File: src/core/shared_io_map.vh
// Register map and reset constants of the shared two-core parallel port.
// Assumes byte addresses on a 32-bit APB, one aligned word per register.
`ifndef SHARED_IO_MAP_VH
`define SHARED_IO_MAP_VH

// Byte distance between the register groups of two ports
`define IO_PORT_STRIDE 12'h0040
// Register offsets inside one port group
`define IO_DIR_OFS 12'h0000
`define IO_DIR_SET_OFS 12'h0004
`define IO_DIR_CLR_OFS 12'h0008
`define IO_DIR_INV_OFS 12'h000C
`define IO_LAT_OFS 12'h0010
`define IO_LAT_SET_OFS 12'h0014
`define IO_LAT_CLR_OFS 12'h0018
`define IO_LAT_INV_OFS 12'h001C
`define IO_LEVEL_OFS 12'h0020
`define IO_VALID_OFS 12'h0024
`define IO_OWNER_OFS 12'h0028
`define IO_DRIVE_OFS 12'h002C
// Number of registers in one port group
`define IO_REG_COUNT 4'hC
// Field positions of the word address
`define IO_REG_LSB 2
`define IO_PORT_LSB 6
`define IO_TOP_LSB 10
// Reset values, one bit of each field
`define IO_DIR_RST_BIT 1'b1
`define IO_LAT_RST_BIT 1'b0
`define IO_OWN_RST_BIT 1'b0
// Write kinds in the low two register index bits
`define IO_OP_PUT 2'h0
`define IO_OP_SET 2'h1
`define IO_OP_CLR 2'h2
`define IO_OP_INV 2'h3

`endif

File: src/core/pin_sync.v
// Three-stage synchroniser for the pin inputs.
// Assumes asynchronous pin levels; the output follows once stages two and three agree.
`timescale 1ns/1ps
`default_nettype none

module pin_sync #(
  parameter WIDTH = 16
) (
  // Clock and reset
  input wire I_CLK,
  input wire I_SRST,
  // Raw and filtered levels
  input wire [WIDTH-1:0] I_RAW,
  output reg [WIDTH-1:0] O_LEVEL
);

  reg [WIDTH-1:0] stage1;
  reg [WIDTH-1:0] stage2;
  reg [WIDTH-1:0] stage3;

  // Stage one feeds stage two only, so a metastable bit never reaches the compare
  always @(posedge I_CLK) begin
    if (I_SRST) begin
      stage1 <= {WIDTH{1'b0}};
      stage2 <= {WIDTH{1'b0}};
      stage3 <= {WIDTH{1'b0}};
      O_LEVEL <= {WIDTH{1'b0}};
    end else begin
      stage1 <= I_RAW;
      stage2 <= stage1;
      stage3 <= stage2;
      O_LEVEL <= (stage2 & stage3) | (O_LEVEL & (stage2 ^ stage3));
    end
  end

endmodule // pin_sync

`default_nettype wire

File: src/core/shared_io_port.v
// Parallel I/O port shared by two processor cores, with peripheral override.
// Assumes two APB slaves (one per core), same clock, pins buffered by the pad ring.
//
// Notes on behaviour
// Each synchronised pin level is delivered to both cores alike.
// An ownership bit per pin gives that pin's output to exactly one core.
// Each core has its own port registers in its own APB space, same port count.
// Pin data and enable come from the peripheral first, the port second.
// A port's own driven value is never looped back into the peripheral input.
// An enabled, driving peripheral disables the port driver yet the pin stays readable.
// An enabled peripheral that is not driving lets the port drive the pin.
// Direction bit one makes the pin an input, zero an output.
// Reset sets every direction bit so all pins are inputs.
// The latch register reads back the latch and writes the latch.
// The level register reads the pins and a write to it updates the latch.
// Bits absent on a variant are disabled and their latch, direction and level read zero.
// A pin whose peripheral is input only acts as a plain port pin.
// Each port group holds twelve registers for its digital operation.
// The non-owning core's direction and latch never reach the pin driver.
// An owning core set to output drives its latch unless a peripheral drives the pin.
//
// Local design decisions: the register offsets and the APB interface to the registers.
`include "shared_io_map.vh"
`timescale 1ns/1ps
`default_nettype none

module shared_io_port #(
  parameter WIDTH = 16,
  parameter NPORTS = 5,
  parameter [NPORTS*WIDTH-1:0] VALID = {NPORTS*WIDTH{1'b1}}
) (
  // Clock and reset
  input wire I_CLK,
  input wire I_SRST,
  // APB slave of the first core
  input wire I_A_PSEL,
  input wire I_A_PENABLE,
  input wire I_A_PWRITE,
  input wire [11:0] I_A_PADDR,
  input wire [31:0] I_A_PWDATA,
  output reg [31:0] O_A_PRDATA,
  output wire O_A_PREADY,
  output reg O_A_PSLVERR,
  // APB slave of the second core
  input wire I_B_PSEL,
  input wire I_B_PENABLE,
  input wire I_B_PWRITE,
  input wire [11:0] I_B_PADDR,
  input wire [31:0] I_B_PWDATA,
  output reg [31:0] O_B_PRDATA,
  output wire O_B_PREADY,
  output reg O_B_PSLVERR,
  // Pad signals, enable low while the pad is driven
  input wire [NPORTS*WIDTH-1:0] I_PIN,
  output reg [NPORTS*WIDTH-1:0] O_PIN,
  output reg [NPORTS*WIDTH-1:0] O_PIN_OE_N,
  // Peripherals sharing the pins
  input wire [NPORTS*WIDTH-1:0] I_PERI_EN,
  input wire [NPORTS*WIDTH-1:0] I_PERI_DRIVE,
  input wire [NPORTS*WIDTH-1:0] I_PERI_OUT,
  output reg [NPORTS*WIDTH-1:0] O_PERI_IN
);

  localparam N = NPORTS * WIDTH;

  // Per-core direction and latch, shared ownership
  reg [N-1:0] dir_a;
  reg [N-1:0] dir_b;
  reg [N-1:0] lat_a;
  reg [N-1:0] lat_b;
  reg [N-1:0] owner;

  wire [N-1:0] pin_level;
  wire [N-1:0] peri_act;
  reg [N-1:0] own_dir;
  reg [N-1:0] own_lat;
  reg [N-1:0] port_drv;

  wire a_map;
  wire b_map;
  wire a_wr;
  wire b_wr;
  wire [3:0] a_port;
  wire [3:0] b_port;
  wire [3:0] a_reg;
  wire [3:0] b_reg;
  reg [31:0] next_a_rdata;
  reg [31:0] next_b_rdata;
  integer p;

  // True when the address lands on one of the twelve registers of an existing port
  function mapped;
    input [11:0] addr;
    begin
      mapped = (addr[11:`IO_TOP_LSB] == 2'h0) &&
               ({28'h0000_000, addr[`IO_TOP_LSB-1:`IO_PORT_LSB]} < NPORTS) &&
               (addr[`IO_PORT_LSB-1:`IO_REG_LSB] < `IO_REG_COUNT);
    end
  endfunction

  // Applies a plain, set, clear or invert write to one port field
  function [WIDTH-1:0] upd;
    input [WIDTH-1:0] old;
    input [WIDTH-1:0] wd;
    input [1:0] op;
    begin
      case (op)
        `IO_OP_PUT: upd = wd;
        `IO_OP_SET: upd = old | wd;
        `IO_OP_CLR: upd = old & ~wd;
        `IO_OP_INV: upd = old ^ wd;
        default: upd = old;
      endcase
    end
  endfunction

  // Read word of one port group seen from one core
  function [31:0] rdmux;
    input [3:0] rg;
    input [WIDTH-1:0] d;
    input [WIDTH-1:0] l;
    input [WIDTH-1:0] lv;
    input [WIDTH-1:0] v;
    input [WIDTH-1:0] o;
    input [WIDTH-1:0] dr;
    reg [WIDTH-1:0] f;
    begin
      f = {WIDTH{1'b0}};
      case (rg)
        4'h0, 4'h1, 4'h2, 4'h3: f = d & v;
        4'h4, 4'h5, 4'h6, 4'h7: f = l & v;
        4'h8: f = lv & v;
        4'h9: f = v;
        4'hA: f = o & v;
        4'hB: f = dr;
        default: f = {WIDTH{1'b0}};
      endcase
      rdmux = {{(32-WIDTH){1'b0}}, f};
    end
  endfunction

  // One synchroniser serves both cores, so both always see the same level
  pin_sync #(
    .WIDTH(N)
  ) u_sync (
    .I_CLK(I_CLK),
    .I_SRST(I_SRST),
    .I_RAW(I_PIN),
    .O_LEVEL(pin_level)
  );

  // Address decode of both slaves
  assign a_map = mapped(I_A_PADDR);
  assign b_map = mapped(I_B_PADDR);
  assign a_port = I_A_PADDR[`IO_TOP_LSB-1:`IO_PORT_LSB];
  assign b_port = I_B_PADDR[`IO_TOP_LSB-1:`IO_PORT_LSB];
  assign a_reg = I_A_PADDR[`IO_PORT_LSB-1:`IO_REG_LSB];
  assign b_reg = I_B_PADDR[`IO_PORT_LSB-1:`IO_REG_LSB];
  // Zero wait states; writes land at the access edge
  assign O_A_PREADY = 1'b1;
  assign O_B_PREADY = 1'b1;
  assign a_wr = I_A_PSEL & I_A_PENABLE & I_A_PWRITE & a_map;
  assign b_wr = I_B_PSEL & I_B_PENABLE & I_B_PWRITE & b_map;

  // First core registers; ownership is writable from this core only
  always @(posedge I_CLK) begin
    if (I_SRST) begin
      dir_a <= {N{`IO_DIR_RST_BIT}};
      lat_a <= {N{`IO_LAT_RST_BIT}};
      owner <= {N{`IO_OWN_RST_BIT}};
    end else if (a_wr) begin
      for (p = 0; p < NPORTS; p = p + 1) begin
        if (a_port == p[3:0]) begin
          case (a_reg)
            4'h0, 4'h1, 4'h2, 4'h3:
              dir_a[p*WIDTH +: WIDTH] <= upd(dir_a[p*WIDTH +: WIDTH],
                I_A_PWDATA[WIDTH-1:0], a_reg[1:0]) & VALID[p*WIDTH +: WIDTH];
            4'h4, 4'h5, 4'h6, 4'h7:
              lat_a[p*WIDTH +: WIDTH] <= upd(lat_a[p*WIDTH +: WIDTH],
                I_A_PWDATA[WIDTH-1:0], a_reg[1:0]) & VALID[p*WIDTH +: WIDTH];
            4'h8:
              lat_a[p*WIDTH +: WIDTH] <= I_A_PWDATA[WIDTH-1:0] &
                VALID[p*WIDTH +: WIDTH];
            4'hA:
              owner[p*WIDTH +: WIDTH] <= I_A_PWDATA[WIDTH-1:0] &
                VALID[p*WIDTH +: WIDTH];
            default: begin
            end
          endcase
        end
      end
    end
  end

  // Second core registers, its own copy of direction and latch
  always @(posedge I_CLK) begin
    if (I_SRST) begin
      dir_b <= {N{`IO_DIR_RST_BIT}};
      lat_b <= {N{`IO_LAT_RST_BIT}};
    end else if (b_wr) begin
      for (p = 0; p < NPORTS; p = p + 1) begin
        if (b_port == p[3:0]) begin
          case (b_reg)
            4'h0, 4'h1, 4'h2, 4'h3:
              dir_b[p*WIDTH +: WIDTH] <= upd(dir_b[p*WIDTH +: WIDTH],
                I_B_PWDATA[WIDTH-1:0], b_reg[1:0]) & VALID[p*WIDTH +: WIDTH];
            4'h4, 4'h5, 4'h6, 4'h7:
              lat_b[p*WIDTH +: WIDTH] <= upd(lat_b[p*WIDTH +: WIDTH],
                I_B_PWDATA[WIDTH-1:0], b_reg[1:0]) & VALID[p*WIDTH +: WIDTH];
            4'h8:
              lat_b[p*WIDTH +: WIDTH] <= I_B_PWDATA[WIDTH-1:0] &
                VALID[p*WIDTH +: WIDTH];
            default: begin
            end
          endcase
        end
      end
    end
  end

  // Pin ownership and driver selection
  assign peri_act = I_PERI_EN & I_PERI_DRIVE & VALID;

  always @* begin
    own_dir = (owner & dir_b) | (~owner & dir_a);
    own_lat = (owner & lat_b) | (~owner & lat_a);
    // Clear direction means output; a driving peripheral takes the pin away
    port_drv = ~own_dir & ~peri_act & VALID;
  end

  // Pad drive is registered so the pads never see decode glitches
  always @(posedge I_CLK) begin
    if (I_SRST) begin
      O_PIN <= {N{1'b0}};
      O_PIN_OE_N <= {N{1'b1}};
      O_PERI_IN <= {N{1'b0}};
    end else begin
      O_PIN <= (peri_act & I_PERI_OUT) | (~peri_act & own_lat);
      O_PIN_OE_N <= ~(peri_act | port_drv);
      // Bits the port drives itself read low at the peripheral
      O_PERI_IN <= pin_level & ~port_drv & VALID;
    end
  end

  // Read data is taken in the setup phase and held through the access phase
  always @* begin
    next_a_rdata = 32'h0000_0000;
    next_b_rdata = 32'h0000_0000;
    if (a_map) begin
      next_a_rdata = rdmux(a_reg, dir_a[a_port*WIDTH +: WIDTH],
        lat_a[a_port*WIDTH +: WIDTH], pin_level[a_port*WIDTH +: WIDTH],
        VALID[a_port*WIDTH +: WIDTH], owner[a_port*WIDTH +: WIDTH],
        port_drv[a_port*WIDTH +: WIDTH] & ~owner[a_port*WIDTH +: WIDTH]);
    end
    if (b_map) begin
      next_b_rdata = rdmux(b_reg, dir_b[b_port*WIDTH +: WIDTH],
        lat_b[b_port*WIDTH +: WIDTH], pin_level[b_port*WIDTH +: WIDTH],
        VALID[b_port*WIDTH +: WIDTH], owner[b_port*WIDTH +: WIDTH],
        port_drv[b_port*WIDTH +: WIDTH] & owner[b_port*WIDTH +: WIDTH]);
    end
  end

  // Bus answers; an unmapped address gets an error and zero data
  always @(posedge I_CLK) begin
    if (I_SRST) begin
      O_A_PRDATA <= 32'h0000_0000;
      O_A_PSLVERR <= 1'b0;
      O_B_PRDATA <= 32'h0000_0000;
      O_B_PSLVERR <= 1'b0;
    end else begin
      if (I_A_PSEL & ~I_A_PENABLE) begin
        O_A_PRDATA <= I_A_PWRITE ? 32'h0000_0000 : next_a_rdata;
        O_A_PSLVERR <= ~a_map;
      end
      if (I_B_PSEL & ~I_B_PENABLE) begin
        O_B_PRDATA <= I_B_PWRITE ? 32'h0000_0000 : next_b_rdata;
        O_B_PSLVERR <= ~b_map;
      end
    end
  end

endmodule // shared_io_port

`default_nettype wire

File: config.mk
export PLATFORM = sky130hd
export DESIGN_NAME = shared_io_port
export DESIGN_NICKNAME = d
export VERILOG_FILES = /design/src/core/pin_sync.v /design/src/core/shared_io_port.v
export VERILOG_INCLUDE_DIRS = /design/src /design/src/core
export SDC_FILE = /design/constraint.sdc
export NUM_CORES = 2
export LEC_CHECK = 0
export BUFFER_PORTS_ARGS = -buffer_cell sky130_fd_sc_hd__clkbuf_2
export CORE_ASPECT_RATIO = 2
export CORE_MARGIN = 2
export CORE_UTILIZATION = 45
export CTS_BUF_LIST = sky130_fd_sc_hd__clkbuf_8
export DETAILED_ROUTE_END_ITERATION = 12
export GPL_ROUTABILITY_DRIVEN = 0
export PLACE_DENSITY = 0.64
export SLEW_MARGIN = 15
export SYNTH_ARGS = -nofsm -noshare
export SYNTH_HDL_FRONTEND = slang
export SYNTH_SLANG_ARGS = --single-unit
File: constraint.sdc
create_clock -name I_CLK -period 2.3 [get_ports I_CLK]
set_input_delay 0 -clock I_CLK [delete_from_list [all_inputs] [get_ports I_CLK]]
set_output_delay 0 -clock I_CLK [all_outputs]
set_load 0.05 [all_outputs]
==> impl_metrics.json, run 1 <==
{
  "synthesis.instances": 6763,
  "ys_types": 85,
  "status": "stopped before the end",
  "overflow": 40,
  "cts_buffer_depth": 3,
  "die_height_um": 516.7,
  "yosys_warnings": 0,
  "grt_first_pass_wirelength_um": 556500,
  "lastStage": "5_1_grt",
  "clock_sinks": 994,
  "place_hpwl_um": 240200,
  "error": "[ERROR GRT-0116] Global routing finished with congestion. Check the congestion regions in the DRC Viewer.",
  "synth-seq-area-share_pct": 33.65,
  "post_cts_buffers": 0,
  "grt_start_max_net_pins": 163,
  "cts-resized-gates": 0,
  "syn-cell-area_sq_um": 59140,
  "dp_slack_ns": -0.2269,
  "placed_cells": 9243,
  "async_flop_share_pct": 0,
  "cts_max_level": 4,
  "io_buffers": 653,
  "synth_edf_count": 0,
  "synth-seq-cells": 994,
  "numCtsBuffers": 150,
  "rows": 188,
  "grt_use_total_pct": 58.83,
  "start_util_pct": 45.22,
  "avgSynthCellArea_sq_um": 8.744,
  "cts_hold_buf": 992,
  "die_w_um": 260.3,
  "num_io_pins": 724,
  "first_global_vias": 69960,
  "synthFlopType": "dfxtp_1",
  "cts-root-buf": "clkbuf_8"
}
layer usage:
| metal | GRT usage, % | GRT overflow |
|---|---|---|
| met5 | 15.53 | 0 |
| met4 | 57.32 | 17 |
| met3 | 40.11 | 0 |
| met2 | 78.44 | 23 |
| met1 | 58.27 | 0 |
synth_stat cells, types with 34 or more instances:
cell type  instances  area share [%]
dfxtp_1          994              34
clkbuf_1         349             2.2
buf_4             51            0.65
nand3_1           39            0.33
o211ai_1         139             1.8
a21oi_1          563             4.8
o22ai_1           68            0.72
nand2_1          577             3.7
nor2b_1          313             3.3
ha_1             720              15
mux2i_1          253             4.3
o21ai_0          209             1.8
a211o_1           80             1.2
mux2_2           238             4.5
a211oi_1         541             6.9
mux4_2            34             1.3
nor3_1            90            0.76
inv_1            354             2.2
a22oi_1           49            0.62
nor3b_1           69            0.88
buf_2             97            0.82
nor2_1           584             3.7
kinds of logic after synthesis:
| family | share of synthesized area, % |
|---|---|
| flops | 33.65 |
| mux | 10.11 |
| other cells | 0.01270 |
| compound gates | 20.39 |
| simple gates | 14.33 |
| fa+ha+maj | 15.23 |
| buf+inv | 6.273 |
through the flow:
step	hold WS [ns]	cell area (sq um)	setup TNS (ns)	utilization (%)
after detailed placement	0.2122	68010	-0.4045	52.00
after floorplan	0.1282	59260	0	-
after CTS	0.001858	81150	0	62.05
after global placement	0.2092	68010	-0.2753	52.00
==> run 2: changes to the inputs <==
--- a/config.mk
+++ b/config.mk
@@ -7,13 +7,11 @@
 export NUM_CORES = 2
 export LEC_CHECK = 0
 export BUFFER_PORTS_ARGS = -buffer_cell sky130_fd_sc_hd__clkbuf_2
-export CORE_ASPECT_RATIO = 2
 export CORE_MARGIN = 2
-export CORE_UTILIZATION = 45
-export CTS_BUF_LIST = sky130_fd_sc_hd__clkbuf_8
+export CORE_UTILIZATION = 30
 export DETAILED_ROUTE_END_ITERATION = 12
 export GPL_ROUTABILITY_DRIVEN = 0
-export PLACE_DENSITY = 0.64
+export PLACE_DENSITY_LB_ADDON = 0.15
 export SLEW_MARGIN = 15
 export SYNTH_ARGS = -nofsm -noshare
 export SYNTH_HDL_FRONTEND = slang
==> impl_metrics.json, run 2 <==
{
  "power_density_nw_per_um2": 573.7,
  "wirelength_um": 364700,
  "comb_power_share_pct": 14.8,
  "synth_edf_count": 0,
  "status": "finished with violations",
  "cts-root-buf": "clkbuf_16",
  "ant_nets": 0,
  "avgSynthCellArea_sq_um": 8.744,
  "yosys_warnings": 0,
  "synth.top_cell.area_share_pct": 33.65,
  "slowest_stage": "a211oi_1",
  "io_buffers": 653,
  "worstSetupPathType": "primary input to flop",
  "worstMarginPinSlew_ns": 1.403,
  "drt_iter0_drc": 7429,
  "clock_sinks": 994,
  "timing.final.hold_violations": 1,
  "grt_first_pass_wirelength_um": 487900,
  "p_switching_mw": 13.31,
  "seqPwrFrac_pct": 37.8,
  "hold-path-cell-count": 5,
  "overflow": 0,
  "first_pass_iters": 9,
  "synthesis.instances": 6763,
  "violations": "negative hold slack, negative setup slack",
  "period_needed_ns": 2.425,
  "critPathMaxFanout": 32,
  "cts_tree": "built",
  "synth-seq-cells": 994,
  "grt_use_total_pct": 35.03,
  "layoutNonFillerInstCount": 11180,
  "p_clk_share_pct": 47.4,
  "finalClockSkew_ns": 0.1080,
  "syn2layout_area_growth_pct": 37.77,
  "switching_share_pct": 28.47,
  "critPathLaunchType": "primary input",
  "hold_class": "primary input to flop",
  "placed_cells": 10180,
  "fin_crit_sh_pct": 105.4,
  "syn-cell-area_sq_um": 59140,
  "clk_latency_ns": 0.89,
  "endpoint_kind": "flop",
  "grt_start_max_net_pins": 195,
  "critPathMaxStageDelay_ns": 1.01,
  "ys_types": 85,
  "cts_max_level": 3,
  "whs_ns": -0.002904,
  "yosys-top-cells-count": "dfxtp_1, ha_1, nor2_1",
  "clkSlewWorstSetupHoldPaths_ns": 0.06,
  "setup_viol": 3,
  "synth-seq-area-share_pct": 33.65,
  "die_w_um": 448.0,
  "final_core_util_pct": 41.70,
  "leakage_nw": 36.78,
  "drive_above_1_share_pct": 21.36,
  "max_slew_margin_pct": 6.493,
  "synthFlopType": "dfxtp_1",
  "drcViolationCount": 0,
  "core_sq_um": 195400,
  "grt_antenna_before_repair": 40,
  "vias": 62600,
  "rows": 162,
  "synth_area_leaders": "dfxtp_1, ha_1, a211oi_1",
  "most-common-layout-cells": "dfxtp_1, dlygate4sd3_1, ha_1",
  "rsz0062_at_grt": "false",
  "start_util_pct": 30.26,
  "worst_ep_arrival_time_ns": 3.24,
  "crit_path_frequent_cell": "buf_12",
  "layout_commonest_cell": "dfxtp_1",
  "internal-power_mw": 33.44,
  "cap_violations": 0,
  "cts_buffer_depth": 3,
  "num_io_pins": 724,
  "vias_per_cell": 5.599,
  "max_freq_mhz": 412.4,
  "fin_nets": 9567,
  "first_global_vias": 59090,
  "required_ns": 3.11,
  "synth_most_common_cell": "dfxtp_1",
  "place_hpwl_um": 276300,
  "crit_chain": "buf_4 -> dlygate4sd3_1 -> buf_12 -> nor2_1 -> nand3b_1 -> or4_1 -> buf_12 -> a211oi_1 -> a211o_1",
  "async_flop_share_pct": 0,
  "r2r_cells": 3,
  "yosys.area.top_type": "dfxtp_1",
  "maxSlewViolCount": 0,
  "die_area_sq_um": 200700,
  "timing.final.ws_setup_ns": -0.1249,
  "numCtsBuffers": 121,
  "wire_per_inst_um": 32.62,
  "die_height_um": 448.0,
  "max-vdd-ir-drop_mv": 0.6565
}
run 2: layer usage:
layer	routed length (um)	global-route usage (%)	share of wire [%]
met4	42910	34.15	12
met5	460	1.154	0.13
met1	130800	38.90	36
met2	157000	53.06	43
met3	33440	10.16	9.2
run 2: power groups by stage:
stage / Sequential (mW) / Clock [mW] / Combinational (mW)
2_1_floorplan: 18.4 / 0 / 2.91
3_3_place_gp: 18.0 / 0 / 5.64
3_5_place_dp: 18.0 / 0 / 5.71
4_1_cts: 17.7 / 22.3 / 6.68
5_1_grt: 17.7 / 22.9 / 7.23
6_report: 17.7 / 22.2 / 6.92
run 2: cells by family (layout without fill, tap and decap cells):
kind of cell	after synthesis	in the layout	share of synthesized area, %
simple gates	1794	1794	14.33
mux	525	525	10.11
fa+ha+maj	720	720	15.23
flops	994	994	33.65
other cells	2	60	0.01270
buf+inv	889	2624	6.273
compound gates	1839	1839	20.39
run 2: metrics by stage:
step                      setup slack, ns  cell area [sq um]  power (mW)  TNS, ns
final                             -0.1249              81480       46.74  -0.2043
after detailed placement          -0.4606              69340       23.74   -2.957
after floorplan                    0.5238              59260       21.29        0
after CTS                        0.007555              81320       46.60        0
after global routing             0.001167              81420       47.81        0
after global placement            -0.4365              69340       23.67   -2.911
run 2: area by class of cell:
type | count | area, sq um
inverters | 355 | 1338
flip-flops and latches | 994 | 19900
multi-input cells | 4912 | 35740
clock buffers | 167 | 3473
diodes | 26 | 65.06
well taps | 2624 | 3283
clock inverters | 55 | 1013
repair buffers | 2047 | 16660
fillers | 19230 | 113900
run 2: worst max-delay path, delay by kind of cell:
family,cells,cell delay [ns]
simple gates,3,0.77
buf+inv,4,1.17
compound gates,2,1.21
run 2: path summary, 6_finish.rpt:
kind	from	to	slack, ns
worst max-delay path	I_B_PADDR[7]	dir_b[68]	-0.12
worst min-delay path	I_B_PWDATA[7]	lat_b[71]	-0.003
worst max register to register	owner[72]	O_PIN[72]	-0.08
worst min register to register	u_sync.stage1[32]	u_sync.stage2[32]	0.41
run 2: what timing repair did:
item | CTS | global route
pin swaps | 0 | 1
resized for setup | 1 | 11
gates cloned | 0 | 1
setup endpoints to repair | 2 | 11
buffers inserted | 0 | 3
hold buffers | 749 | 1
hold endpoints to repair | 689 | 1
(Power assumes the default switching activity.)
